==> src/rtl/oaf_pkg.sv <==
// Constants, register map and state codes of the oversampling average filter
package oaf_pkg;

  // Channel and data geometry
  localparam int NUM_CH = 8;
  localparam int SAMPLE_W = 16;
  localparam int MAX_SHIFT = 6;
  localparam int ACC_W = SAMPLE_W + MAX_SHIFT;
  localparam int CNT_W = 7;

  // Clock and internal sample pacing (200 kSPS per channel without averaging)
  localparam int CLK_PERIOD_NS = 8;
  localparam int SAMPLE_PERIOD_NS = 5000;
  localparam int PACE_CYCLES = (SAMPLE_PERIOD_NS + CLK_PERIOD_NS - 1) / CLK_PERIOD_NS;
  localparam int PACE_W = 10;

  // Ratio select codes
  localparam logic [2:0] RATIO_NONE = 3'h0;
  localparam logic [2:0] RATIO_INVALID = 3'h7;

  // Register byte offsets
  localparam logic [7:0] CTRL_OFS = 8'h00;
  localparam logic [7:0] STATUS_OFS = 8'h04;
  localparam logic [7:0] BURSTS_OFS = 8'h08;
  localparam logic [7:0] RESULT_BASE_OFS = 8'h10;
  localparam logic [7:0] RESULT_LAST_OFS = 8'h2c;

  // Control register fields and reset values
  localparam int CTRL_ENABLE_BIT = 0;
  localparam int CTRL_SOFT_START_BIT = 1;
  localparam logic CTRL_ENABLE_RESET = 1'b1;

  // Status register fields
  localparam int STAT_BUSY_BIT = 0;
  localparam int STAT_INVALID_BIT = 1;
  localparam int STAT_SPAN_BIT = 2;
  localparam int STAT_OVERRUN_BIT = 3;
  localparam int STAT_FRESH_BIT = 4;
  localparam int STAT_RATIO_LSB = 8;

  // Burst sequencer states, one-hot
  typedef enum logic [4:0] {
    ST_IDLE = 5'b00001,
    ST_TRIG = 5'b00010,
    ST_CONV = 5'b00100,
    ST_PACE = 5'b01000,
    ST_DONE = 5'b10000
  } oaf_state_e;

endpackage

==> src/rtl/oaf_pin_sync.sv <==
// Three-stage pin synchroniser with agreement filter
`timescale 1ns/10ps
`default_nettype none

module oaf_pin_sync
#(
  parameter int W = 1
)
(
  // Clock and reset
  input wire logic clk_i,
  input wire logic rst_i,
  // Asynchronous pins and their settled levels
  input wire logic [W-1:0] pin_i,
  output logic [W-1:0] level_o
);

  logic [W-1:0] s1_r; // First stage, read only by s2_r
  logic [W-1:0] s2_r; // Second stage
  logic [W-1:0] s3_r; // Third stage

  // Shift chain
  always_ff @(posedge clk_i)
  begin
    if (rst_i)
    begin
      s1_r <= '0;
      s2_r <= '0;
      s3_r <= '0;
    end
    else
    begin
      s1_r <= pin_i;
      s2_r <= s1_r;
      s3_r <= s2_r;
    end
  end

  // A bit changes only once stages two and three agree
  genvar i;
  generate
    for (i = 0; i < W; i++)
    begin : g_bit
      always_ff @(posedge clk_i)
      begin
        if (rst_i)
          level_o[i] <= 1'b0;
        else if (s2_r[i] == s3_r[i])
          level_o[i] <= s3_r[i];
      end
    end
  endgenerate

endmodule // oaf_pin_sync

`default_nettype wire

==> src/rtl/oaf_filter.sv <==
// Oversampling average filter: burst sequencer, accumulators, Wishbone registers
// How it works
// - Ratio comes from the static three-bit select pins
// - 000 none, 001-110 ratios 2..64, 111 invalid
// - Output rate falls as one over ratio
// - First sample on start rising edge
// - Later samples paced internally, no host edges
// - Sum each channel's burst and average it
// - One 16-bit word per channel per burst
// - One span select sets all eight channels
// - Results are 16-bit two's complement always
//
// Design decisions made here: the register addresses and the Wishbone interface to the registers.
`timescale 1ns/10ps
`default_nettype none

module oaf_filter
  import oaf_pkg::*;
(
  // Clock and reset
  input wire logic clk_i,
  input wire logic rst_i,
  // Wishbone classic slave
  input wire logic wb_cyc_i,
  input wire logic wb_stb_i,
  input wire logic wb_we_i,
  input wire logic [7:0] wb_adr_i,
  input wire logic [3:0] wb_sel_i,
  input wire logic [31:0] wb_dat_i,
  output logic [31:0] wb_dat_o,
  output logic wb_ack_o,
  // Host configuration and start pins
  input wire logic sample_start_a_i,
  input wire logic sample_start_b_i,
  input wire logic [2:0] average_ratio_select_i,
  input wire logic span_select_i,
  // Converter core
  output logic conv_trigger_o,
  input wire logic conv_done_i,
  input wire logic [NUM_CH*SAMPLE_W-1:0] conv_data_i,
  // Front end and result stream
  output logic span_10v_o,
  output logic [NUM_CH*SAMPLE_W-1:0] result_o,
  output logic result_valid_o,
  output logic busy_o
);

  // Settled pin levels
  logic [5:0] pins_sync; // Synchronised pins
  logic start_a; // Start A level
  logic start_b; // Start B level
  logic [2:0] ratio_pin; // Ratio select level
  logic span_pin; // Span select level

  // Sequencer state
  oaf_state_e state_r; // Burst state
  logic start_both_r; // Previous AND of both starts
  logic start_edge; // Rising edge of both starts
  logic start_req; // Burst request from pins or software
  logic [2:0] shift_r; // Log2 of ratio for this burst
  logic [CNT_W-1:0] total_r; // Samples in this burst
  logic [CNT_W-1:0] taken_r; // Samples converted so far
  logic [PACE_W-1:0] pace_r; // Pacing divider
  logic pace_tick; // Pacing enable, held high while the divider sits saturated at its last count

  // Accumulators and results
  logic signed [ACC_W-1:0] acc_r [NUM_CH]; // Per-channel running sums

  // Registers
  logic enable_r; // Filter enable from software
  logic soft_start_r; // Software start pulse
  logic overrun_r; // Start seen while busy
  logic fresh_r; // New results not yet read
  logic [15:0] bursts_r; // Completed burst count
  logic bus_req; // Bus cycle needing answer
  logic wr_en; // Write strobe this cycle
  logic rd_fresh_clr; // Read of a result word
  logic [31:0] rd_data; // Read mux output
  logic [2:0] res_word; // Channel of a result word address

  // Pin synchroniser
  oaf_pin_sync #(
    .W(6)
  ) u_pin_sync (
    .clk_i(clk_i),
    .rst_i(rst_i),
    .pin_i({span_select_i, average_ratio_select_i, sample_start_b_i, sample_start_a_i}),
    .level_o(pins_sync)
  );

  assign start_a = pins_sync[0];
  assign start_b = pins_sync[1];
  assign ratio_pin = pins_sync[4:2];
  assign span_pin = pins_sync[5];

  // Span drive, one level for every channel
  always_ff @(posedge clk_i)
  begin
    if (rst_i)
      span_10v_o <= 1'b0;
    else
      span_10v_o <= span_pin;
  end

  // Edge detect on both start pins together
  always_ff @(posedge clk_i)
  begin
    if (rst_i)
      start_both_r <= 1'b0;
    else
      start_both_r <= start_a & start_b;
  end

  assign start_edge = start_a & start_b & ~start_both_r;
  assign start_req = enable_r & (start_edge | soft_start_r);

  // Pacing divider, restarted at every trigger
  always_ff @(posedge clk_i)
  begin
    if (rst_i)
      pace_r <= '0;
    else if (state_r == ST_TRIG)
      pace_r <= '0;
    else if (pace_r != PACE_W'(PACE_CYCLES - 1))
      pace_r <= pace_r + PACE_W'(1);
  end

  assign pace_tick = (pace_r == PACE_W'(PACE_CYCLES - 1));

  // Burst sequencer
  always_ff @(posedge clk_i)
  begin
    if (rst_i)
      state_r <= ST_IDLE;
    else
    begin
      case (state_r)
        ST_IDLE:
        begin
          if (start_req)
            state_r <= ST_TRIG;
        end
        ST_TRIG:
          state_r <= ST_CONV;
        ST_CONV:
        begin
          // Last sample goes to averaging, else wait for pacing
          if (conv_done_i)
            state_r <= (taken_r + CNT_W'(1) == total_r) ? ST_DONE : ST_PACE;
        end
        ST_PACE:
        begin
          if (pace_tick)
            state_r <= ST_TRIG;
        end
        ST_DONE:
          state_r <= ST_IDLE;
        default:
          state_r <= ST_IDLE;
      endcase
    end
  end

  // Ratio latched at burst start; invalid code falls back to no averaging
  always_ff @(posedge clk_i)
  begin
    if (rst_i)
    begin
      shift_r <= RATIO_NONE;
      total_r <= CNT_W'(1);
    end
    else if (state_r == ST_IDLE && start_req)
    begin
      if (ratio_pin == RATIO_INVALID)
      begin
        shift_r <= RATIO_NONE;
        total_r <= CNT_W'(1);
      end
      else
      begin
        shift_r <= ratio_pin;
        total_r <= CNT_W'(1) << ratio_pin;
      end
    end
  end

  // Sample counter
  always_ff @(posedge clk_i)
  begin
    if (rst_i)
      taken_r <= '0;
    else if (state_r == ST_IDLE)
      taken_r <= '0;
    else if (state_r == ST_CONV && conv_done_i)
      taken_r <= taken_r + CNT_W'(1);
  end

  // Trigger pulse to the converter core
  always_ff @(posedge clk_i)
  begin
    if (rst_i)
      conv_trigger_o <= 1'b0;
    else
      conv_trigger_o <= (state_r == ST_TRIG);
  end

  // Per-channel accumulate and average
  genvar ch;
  generate
    for (ch = 0; ch < NUM_CH; ch++)
    begin : g_ch
      logic signed [SAMPLE_W-1:0] sample; // Incoming channel word
      logic signed [ACC_W-1:0] sample_ext; // Sign-extended word
      logic signed [ACC_W-1:0] avg; // Shifted sum

      assign sample = conv_data_i[ch*SAMPLE_W +: SAMPLE_W];
      assign sample_ext = ACC_W'(sample);
      assign avg = acc_r[ch] >>> shift_r;

      // Running sum, restarted by the first sample
      always_ff @(posedge clk_i)
      begin
        if (rst_i)
          acc_r[ch] <= '0;
        else if (state_r == ST_CONV && conv_done_i)
        begin
          if (taken_r == '0)
            acc_r[ch] <= sample_ext;
          else
            acc_r[ch] <= acc_r[ch] + sample_ext;
        end
      end

      // Decimated result word
      always_ff @(posedge clk_i)
      begin
        if (rst_i)
          result_o[ch*SAMPLE_W +: SAMPLE_W] <= '0;
        else if (state_r == ST_DONE)
          result_o[ch*SAMPLE_W +: SAMPLE_W] <= avg[SAMPLE_W-1:0];
      end
    end
  endgenerate

  // Result strobe, one per burst
  always_ff @(posedge clk_i)
  begin
    if (rst_i)
      result_valid_o <= 1'b0;
    else
      result_valid_o <= (state_r == ST_DONE);
  end

  assign busy_o = (state_r != ST_IDLE);

  // Bus decode
  assign bus_req = wb_cyc_i & wb_stb_i & ~wb_ack_o;
  assign wr_en = bus_req & wb_we_i;
  assign rd_fresh_clr = bus_req & ~wb_we_i &
                        (wb_adr_i >= RESULT_BASE_OFS) & (wb_adr_i <= RESULT_LAST_OFS);
  // Word index counted from the result base, not from address zero
  assign res_word = 3'((wb_adr_i - RESULT_BASE_OFS) >> 2);

  // Control register
  always_ff @(posedge clk_i)
  begin
    if (rst_i)
    begin
      enable_r <= CTRL_ENABLE_RESET;
      soft_start_r <= 1'b0;
    end
    else
    begin
      soft_start_r <= 1'b0;
      if (wr_en && wb_adr_i == CTRL_OFS && wb_sel_i[0])
      begin
        enable_r <= wb_dat_i[CTRL_ENABLE_BIT];
        soft_start_r <= wb_dat_i[CTRL_SOFT_START_BIT];
      end
    end
  end

  // Overrun flag: start while busy; set wins over write-one-to-clear
  always_ff @(posedge clk_i)
  begin
    if (rst_i)
      overrun_r <= 1'b0;
    else if (busy_o && (start_edge || soft_start_r))
      overrun_r <= 1'b1;
    else if (wr_en && wb_adr_i == STATUS_OFS && wb_sel_i[0] && wb_dat_i[STAT_OVERRUN_BIT])
      overrun_r <= 1'b0;
  end

  // Fresh flag: set by new results, cleared by reading one; set wins
  always_ff @(posedge clk_i)
  begin
    if (rst_i)
      fresh_r <= 1'b0;
    else if (state_r == ST_DONE)
      fresh_r <= 1'b1;
    else if (rd_fresh_clr)
      fresh_r <= 1'b0;
  end

  // Completed burst counter
  always_ff @(posedge clk_i)
  begin
    if (rst_i)
      bursts_r <= '0;
    else if (state_r == ST_DONE)
      bursts_r <= bursts_r + 16'h0001;
  end

  // Read mux
  always_comb
  begin
    rd_data = 32'h0000_0000;
    if (wb_adr_i == CTRL_OFS)
      rd_data[CTRL_ENABLE_BIT] = enable_r;
    else if (wb_adr_i == STATUS_OFS)
    begin
      rd_data[STAT_BUSY_BIT] = busy_o;
      rd_data[STAT_INVALID_BIT] = (ratio_pin == RATIO_INVALID);
      rd_data[STAT_SPAN_BIT] = span_10v_o;
      rd_data[STAT_OVERRUN_BIT] = overrun_r;
      rd_data[STAT_FRESH_BIT] = fresh_r;
      rd_data[STAT_RATIO_LSB +: 3] = ratio_pin;
    end
    else if (wb_adr_i == BURSTS_OFS)
      rd_data[15:0] = bursts_r;
    else if (rd_fresh_clr)
      // Result word, sign-extended to the bus width
      rd_data = 32'(signed'(result_o[res_word * SAMPLE_W +: SAMPLE_W]));
  end

  // Bus answer, one cycle after the request
  always_ff @(posedge clk_i)
  begin
    if (rst_i)
    begin
      wb_ack_o <= 1'b0;
      wb_dat_o <= 32'h0000_0000;
    end
    else
    begin
      wb_ack_o <= bus_req;
      if (bus_req && !wb_we_i)
        wb_dat_o <= rd_data;
    end
  end

endmodule // oaf_filter

`default_nettype wire

==> config.mk <==
export PLATFORM = sky130hd
export DESIGN_NAME = oaf_filter
export DESIGN_NICKNAME = d
export VERILOG_FILES = /design/src/rtl/oaf_pkg.sv /design/src/rtl/oaf_pin_sync.sv /design/src/rtl/oaf_filter.sv
export SDC_FILE = /design/constraint.sdc
export NUM_CORES = 2
export LEC_CHECK = 0
export ABC_AREA = 1
export BUFFER_PORTS_ARGS = -buffer_cell sky130_fd_sc_hd__buf_2
export CAP_MARGIN = 20
export CORE_MARGIN = 3
export CORE_UTILIZATION = 40
export CTS_BUF_LIST = sky130_fd_sc_hd__clkbuf_16
export DETAILED_ROUTE_END_ITERATION = 10
export PLACE_DENSITY = 0.68
export SLEW_MARGIN = 40
export SYNTH_ARGS = -nofsm -noshare
export SYNTH_HDL_FRONTEND = slang
export SYNTH_HIERARCHICAL = 1
export SYNTH_SLANG_ARGS = --single-unit
==> constraint.sdc <==
create_clock -name clk_i -period 6.6 [get_ports clk_i]
set_input_delay 0.33 -clock clk_i [delete_from_list [all_inputs] [get_ports clk_i]]
set_output_delay 0.33 -clock clk_i [all_outputs]
set_load 0.1 [all_outputs]
* After elaboration in Yosys (flattened, before gate mapping)
Memory sizes are Yosys's and may differ from the RTL's.
Cells that the tools add are included.
** Storage, ports and cells
- Output and inout port bits :: 165
- Input port bits :: 184
- Register bits :: 241
- Word-level logic and storage cells :: 174
- Bits in writable memories :: 176
- Memories kept :: 1
** Memories
- acc_r :: words 8, width 22, read ports 8, clocked after Yosys merged registers in 0, write ports 8, RTL line oaf_filter.sv:67 : logic signed [ACC_W-1:0] acc_r [NUM_CH];
** Cells by class
- Shifts and indexed selects :: 10
- Bitwise logic cells :: 30
- Multiplexer cells :: 46
- Add/subtract/negate cells :: 12
- Equality and inequality tests :: 21
- Order comparisons :: 2
- Reductions and logical operators :: 19
** Operator list (count)
- $mux W22 :: 16
- $add A22 B16 Y22 :: 8
- $sshr A22 B3 Y16 :: 8
- $shiftx A128 B8 Y16 :: 1
- $mux W16 :: 2
- $mux W32 :: 1
- $mux W31 :: 1
- $mux W5 :: 5
- $mux W21 :: 1
- $pmux W5 S4 :: 1
- $or A1 B1 Y1 :: 17
- $add A16 B1 Y16 const B :: 1
- $mux W1 :: 15
- $add A10 B1 Y10 const B :: 1
- $eq A10 B10 Y1 const B :: 1
- $ne A10 B10 Y1 const B :: 1
- $and A1 B1 Y1 :: 9
- $logic_and A1 B1 Y1 :: 9
- $mux W3 :: 3
- $eq A8 B3 Y1 const B :: 1
- $eq A8 B4 Y1 const B :: 1
- $ge A8 B5 Y1 const B :: 1
- $le A8 B6 Y1 const B :: 1
- $logic_not A8 Y1 :: 1
- other kinds (21) :: 34

* Longest topological paths before layout
- Depth after elaboration :: 9
- Mapped depth :: 13
- Gate-level depth less buffers :: 13

* Cells and area by module
Netlist, hierarchy kept.
** Modules (own cells, without submodules)
- oaf_filter :: area an instance 30685.7 um2, cells each 4685, instances 1, seq. area each 9328.9 um2
- oaf_pin_sync :: area an instance 724.4 um2, cells each 81, instances 1, seq. area each 480.5 um2

* Least setup slack after synthesis
OpenSTA, ideal clock, no wires.
- Path kind :: input-to-reg
- Start :: input rst_i
- End :: memory acc_r[0][0] in the netlist's numbering, enable pin
- Data required time :: 5170 ps
- Path slack :: 1299 ps
- Setup time :: 1430 ps
- Stages on the path :: 4
- Arrival :: 3871 ps
- Buffers on the path :: 2
- Path through :: inv_2 > clkbuf_1 > clkbuf_1 > nand2_1
** RTL lines
- start, declared :: RTL line oaf_filter.sv:22 : input wire logic rst_i,
- end, declared :: RTL line oaf_filter.sv:67

==> reports/results.tsv <==
metric	value	unit
CP max FO	49	
Power Density	178.7	mW/mm²
post-DP HPWL	87.31	mm
Lkg Pwr	0.01732	µW
cell count after synthesis	4766	
routed vias/inst	5.521	
Slew @ Worst Pin	0.9051	ns
CP endpoint kind	flop	
Crit Path Class	reg -> reg	
postcts setup bufs	0	
crit-path cells	inv_1, ha_1, nand4_1, nor3_2, nor2_4, buf_8, inv_2, buf_4, a21oi_1, o21ai_1, nand2_1	
commonest non-fill, non-tap cells in the layout	1509 x nand2_1, 471 x inv_1, 383 x nand3_1	
Net Count, Synth	5131	
RSZ-0062 raised after global routing	false	
Max stage delay on crit path	0.65	ns
Yosys Warn Count	6	
synthesized area	0.03141	mm²
max-slew violations	0	
Finished Core Util	0.4597	
slowest CP cell	buf_4	
Std-Cell Core Area	0.07759	mm²
Peak VDD IR	0.1778	mV
I/O Buffers	316	
All-Layer GR Usage	0.2680	
sequential fraction of the synthesis area	0.3123	
CP required	6.97	ns
Initial DRC Count	3158	
share of cells above drive strength 1	0.09493	
via count	33534	
Layout area overhead	13.55	%
drt pass-1 iters	6	
Routed Antenna Nets	0	
Root Driver	clkbuf_16	
Place WS	2.854	ns
die height	286.2	µm
vias in the first global route	30002	
Top FF cell, synth	dfxtp_1	
status	completed	
H-Tree Depth	2	
hold_ws	0.02233	ns
Final Cycle Share	0.4891	
drt wl/cell	18.64	µm
Synth Register Bits	402	
worst min-delay path class	in -> reg	
Syn Area/Cell	6.590	µm²
clk slew on worst S/H paths	0.06	ns
DIE AREA	0.08192	mm²
CTS tree	done	
number of synthesized flops with an enable pin	176	
largest net degree at the start of global routing	136	
fmax	309.8	MHz
clk_lat worst skew	0.62	ns
row cnt	102	
Routed WL	113.2	mm
CTS Sinks	402	
# IOs	349	
CP Data Arrival Time	3.60	ns
CTS buffer count	48	
Initial Utilization	0.4048	
Max transition margin	0.3903	
die width	286.2	µm
Tmin final	3.228	ns
placed cell count	5929	
maxcap violations	0	
final hold violation count	0	
Final Wtd Congestion	0.9942	
initial antenna violation count	17	
library cells used by synthesis	46	
first-pass GRT wire length	175.0	mm
setup violators final	0	
startpoint type of the worst setup path	flop	
Final Skew	0.02402	ns
final setup slack of the worst path	3.372	ns
setup TNS	0	ns
DRC Markers	0	
asr flop ratio synth	0	
most common cell after layout, fill and taps aside	nand2_1	
post-layout net count	5351	
Overflow after GRT	0	
deepest clock path buffer count	3	
Non-Filler Instances	6074	
layout make-up:
class	count	area (µm²)
sequential	402	9821
timing repair buffer	383	2280
multi-input combinational	3681	18900
fill	8018	41930
inverter	470	1787
antenna	9	22.52
clock buffer	50	1251
clock inverter	39	306.5
tap	1040	1301
critical path: cells and delay by family (launching register included):
| family | cells | cell delay, ns |
|---|---|---|
| buffers and inverters | 4 | 1.40 |
| and+or+nand+nor | 4 | 0.68 |
| DFF | 1 | 0.40 |
| AOI/OAI and AO/OA | 2 | 0.21 |
| adders and majority gates | 1 | 0.16 |
synthesized netlist by cell type (48+ instances only):
cell type | n | share of area
nand3_1 | 383 | 0.061
o21ai_1 | 105 | 0.017
clkbuf_1 | 113 | 0.014
o211ai_1 | 145 | 0.035
edfxtp_1 | 176 | 0.17
nand4_1 | 65 | 0.013
ha_1 | 173 | 0.069
o21ai_0 | 217 | 0.035
a21oi_1 | 301 | 0.048
dfxtp_1 | 226 | 0.14
buf_2 | 51 | 0.0081
a31oi_1 | 88 | 0.018
nand2_1 | 1512 | 0.18
nor2_1 | 355 | 0.042
inv_1 | 459 | 0.055
or2_2 | 48 | 0.0096
timing repair:
item,CTS,global route
hold endpoints to repair,46,0
resized for setup,0,0
hold buffers,46,0
final timing paths:
check	startpoint	end	slack (ns)	depth (start not counted)
max	taken_r[0]	acc_r[1][71]	3.37	11
min	conv_data_i[125]	acc_r[1][79]	0.02	3
max reg2reg	taken_r[0]	acc_r[1][71]	3.37	11
min reg2reg	u_pin_sync/s1_r[4]	u_pin_sync/s2_r[4]	0.40	2
where the power goes:
part | internal, µW | total, µW | switching, µW
Sequential | 2640 | 2690 | 55.5
Combinational | 345 | 1010 | 670
Clock | 1500 | 2660 | 1160
per-stage QoR:
stage	total power, µW	cell area (µm²)
floorplan	3422	31410
global placement	3705	33530
detailed placement	3712	33580
CTS	6399	35600
global route	6640	35650
finish	6373	35670
flip-flops by register name (all words and copies together) (netlist names), 3 cells and up:
name / flops
u_pin_sync/s3_r: 6
taken_r: 7
result_o: 128
acc_r: 176
u_pin_sync/s1_r: 6
u_pin_sync/s2_r: 6
total_r: 7
pace_r: 10
wb_dat_o: 17
shift_r: 3
state_r: 5
bursts_r: 16
u_pin_sync/level_o: 6
logic make-up after synthesis:
logic type      after synthesis  synth area share
mux                          39           0.01243
buf+inv                     683           0.08652
compound gates              966            0.1783
simple gates               2445            0.3225
fa+ha+maj                   181           0.07401
xor+xnor                     50           0.01394
flops                       402            0.3123
routing by layer:
metal / up-vias / track usage / share of wire
met5: - / 0 / 0.00076
met4: 12 / 0.07600 / 0.030
met3: 185 / 0.05338 / 0.097
met2: 1347 / 0.3909 / 0.41
met1: 15451 / 0.3979 / 0.46
li1: 16539 / - / -
No activity file was read; power rests on OpenSTA's default activity.
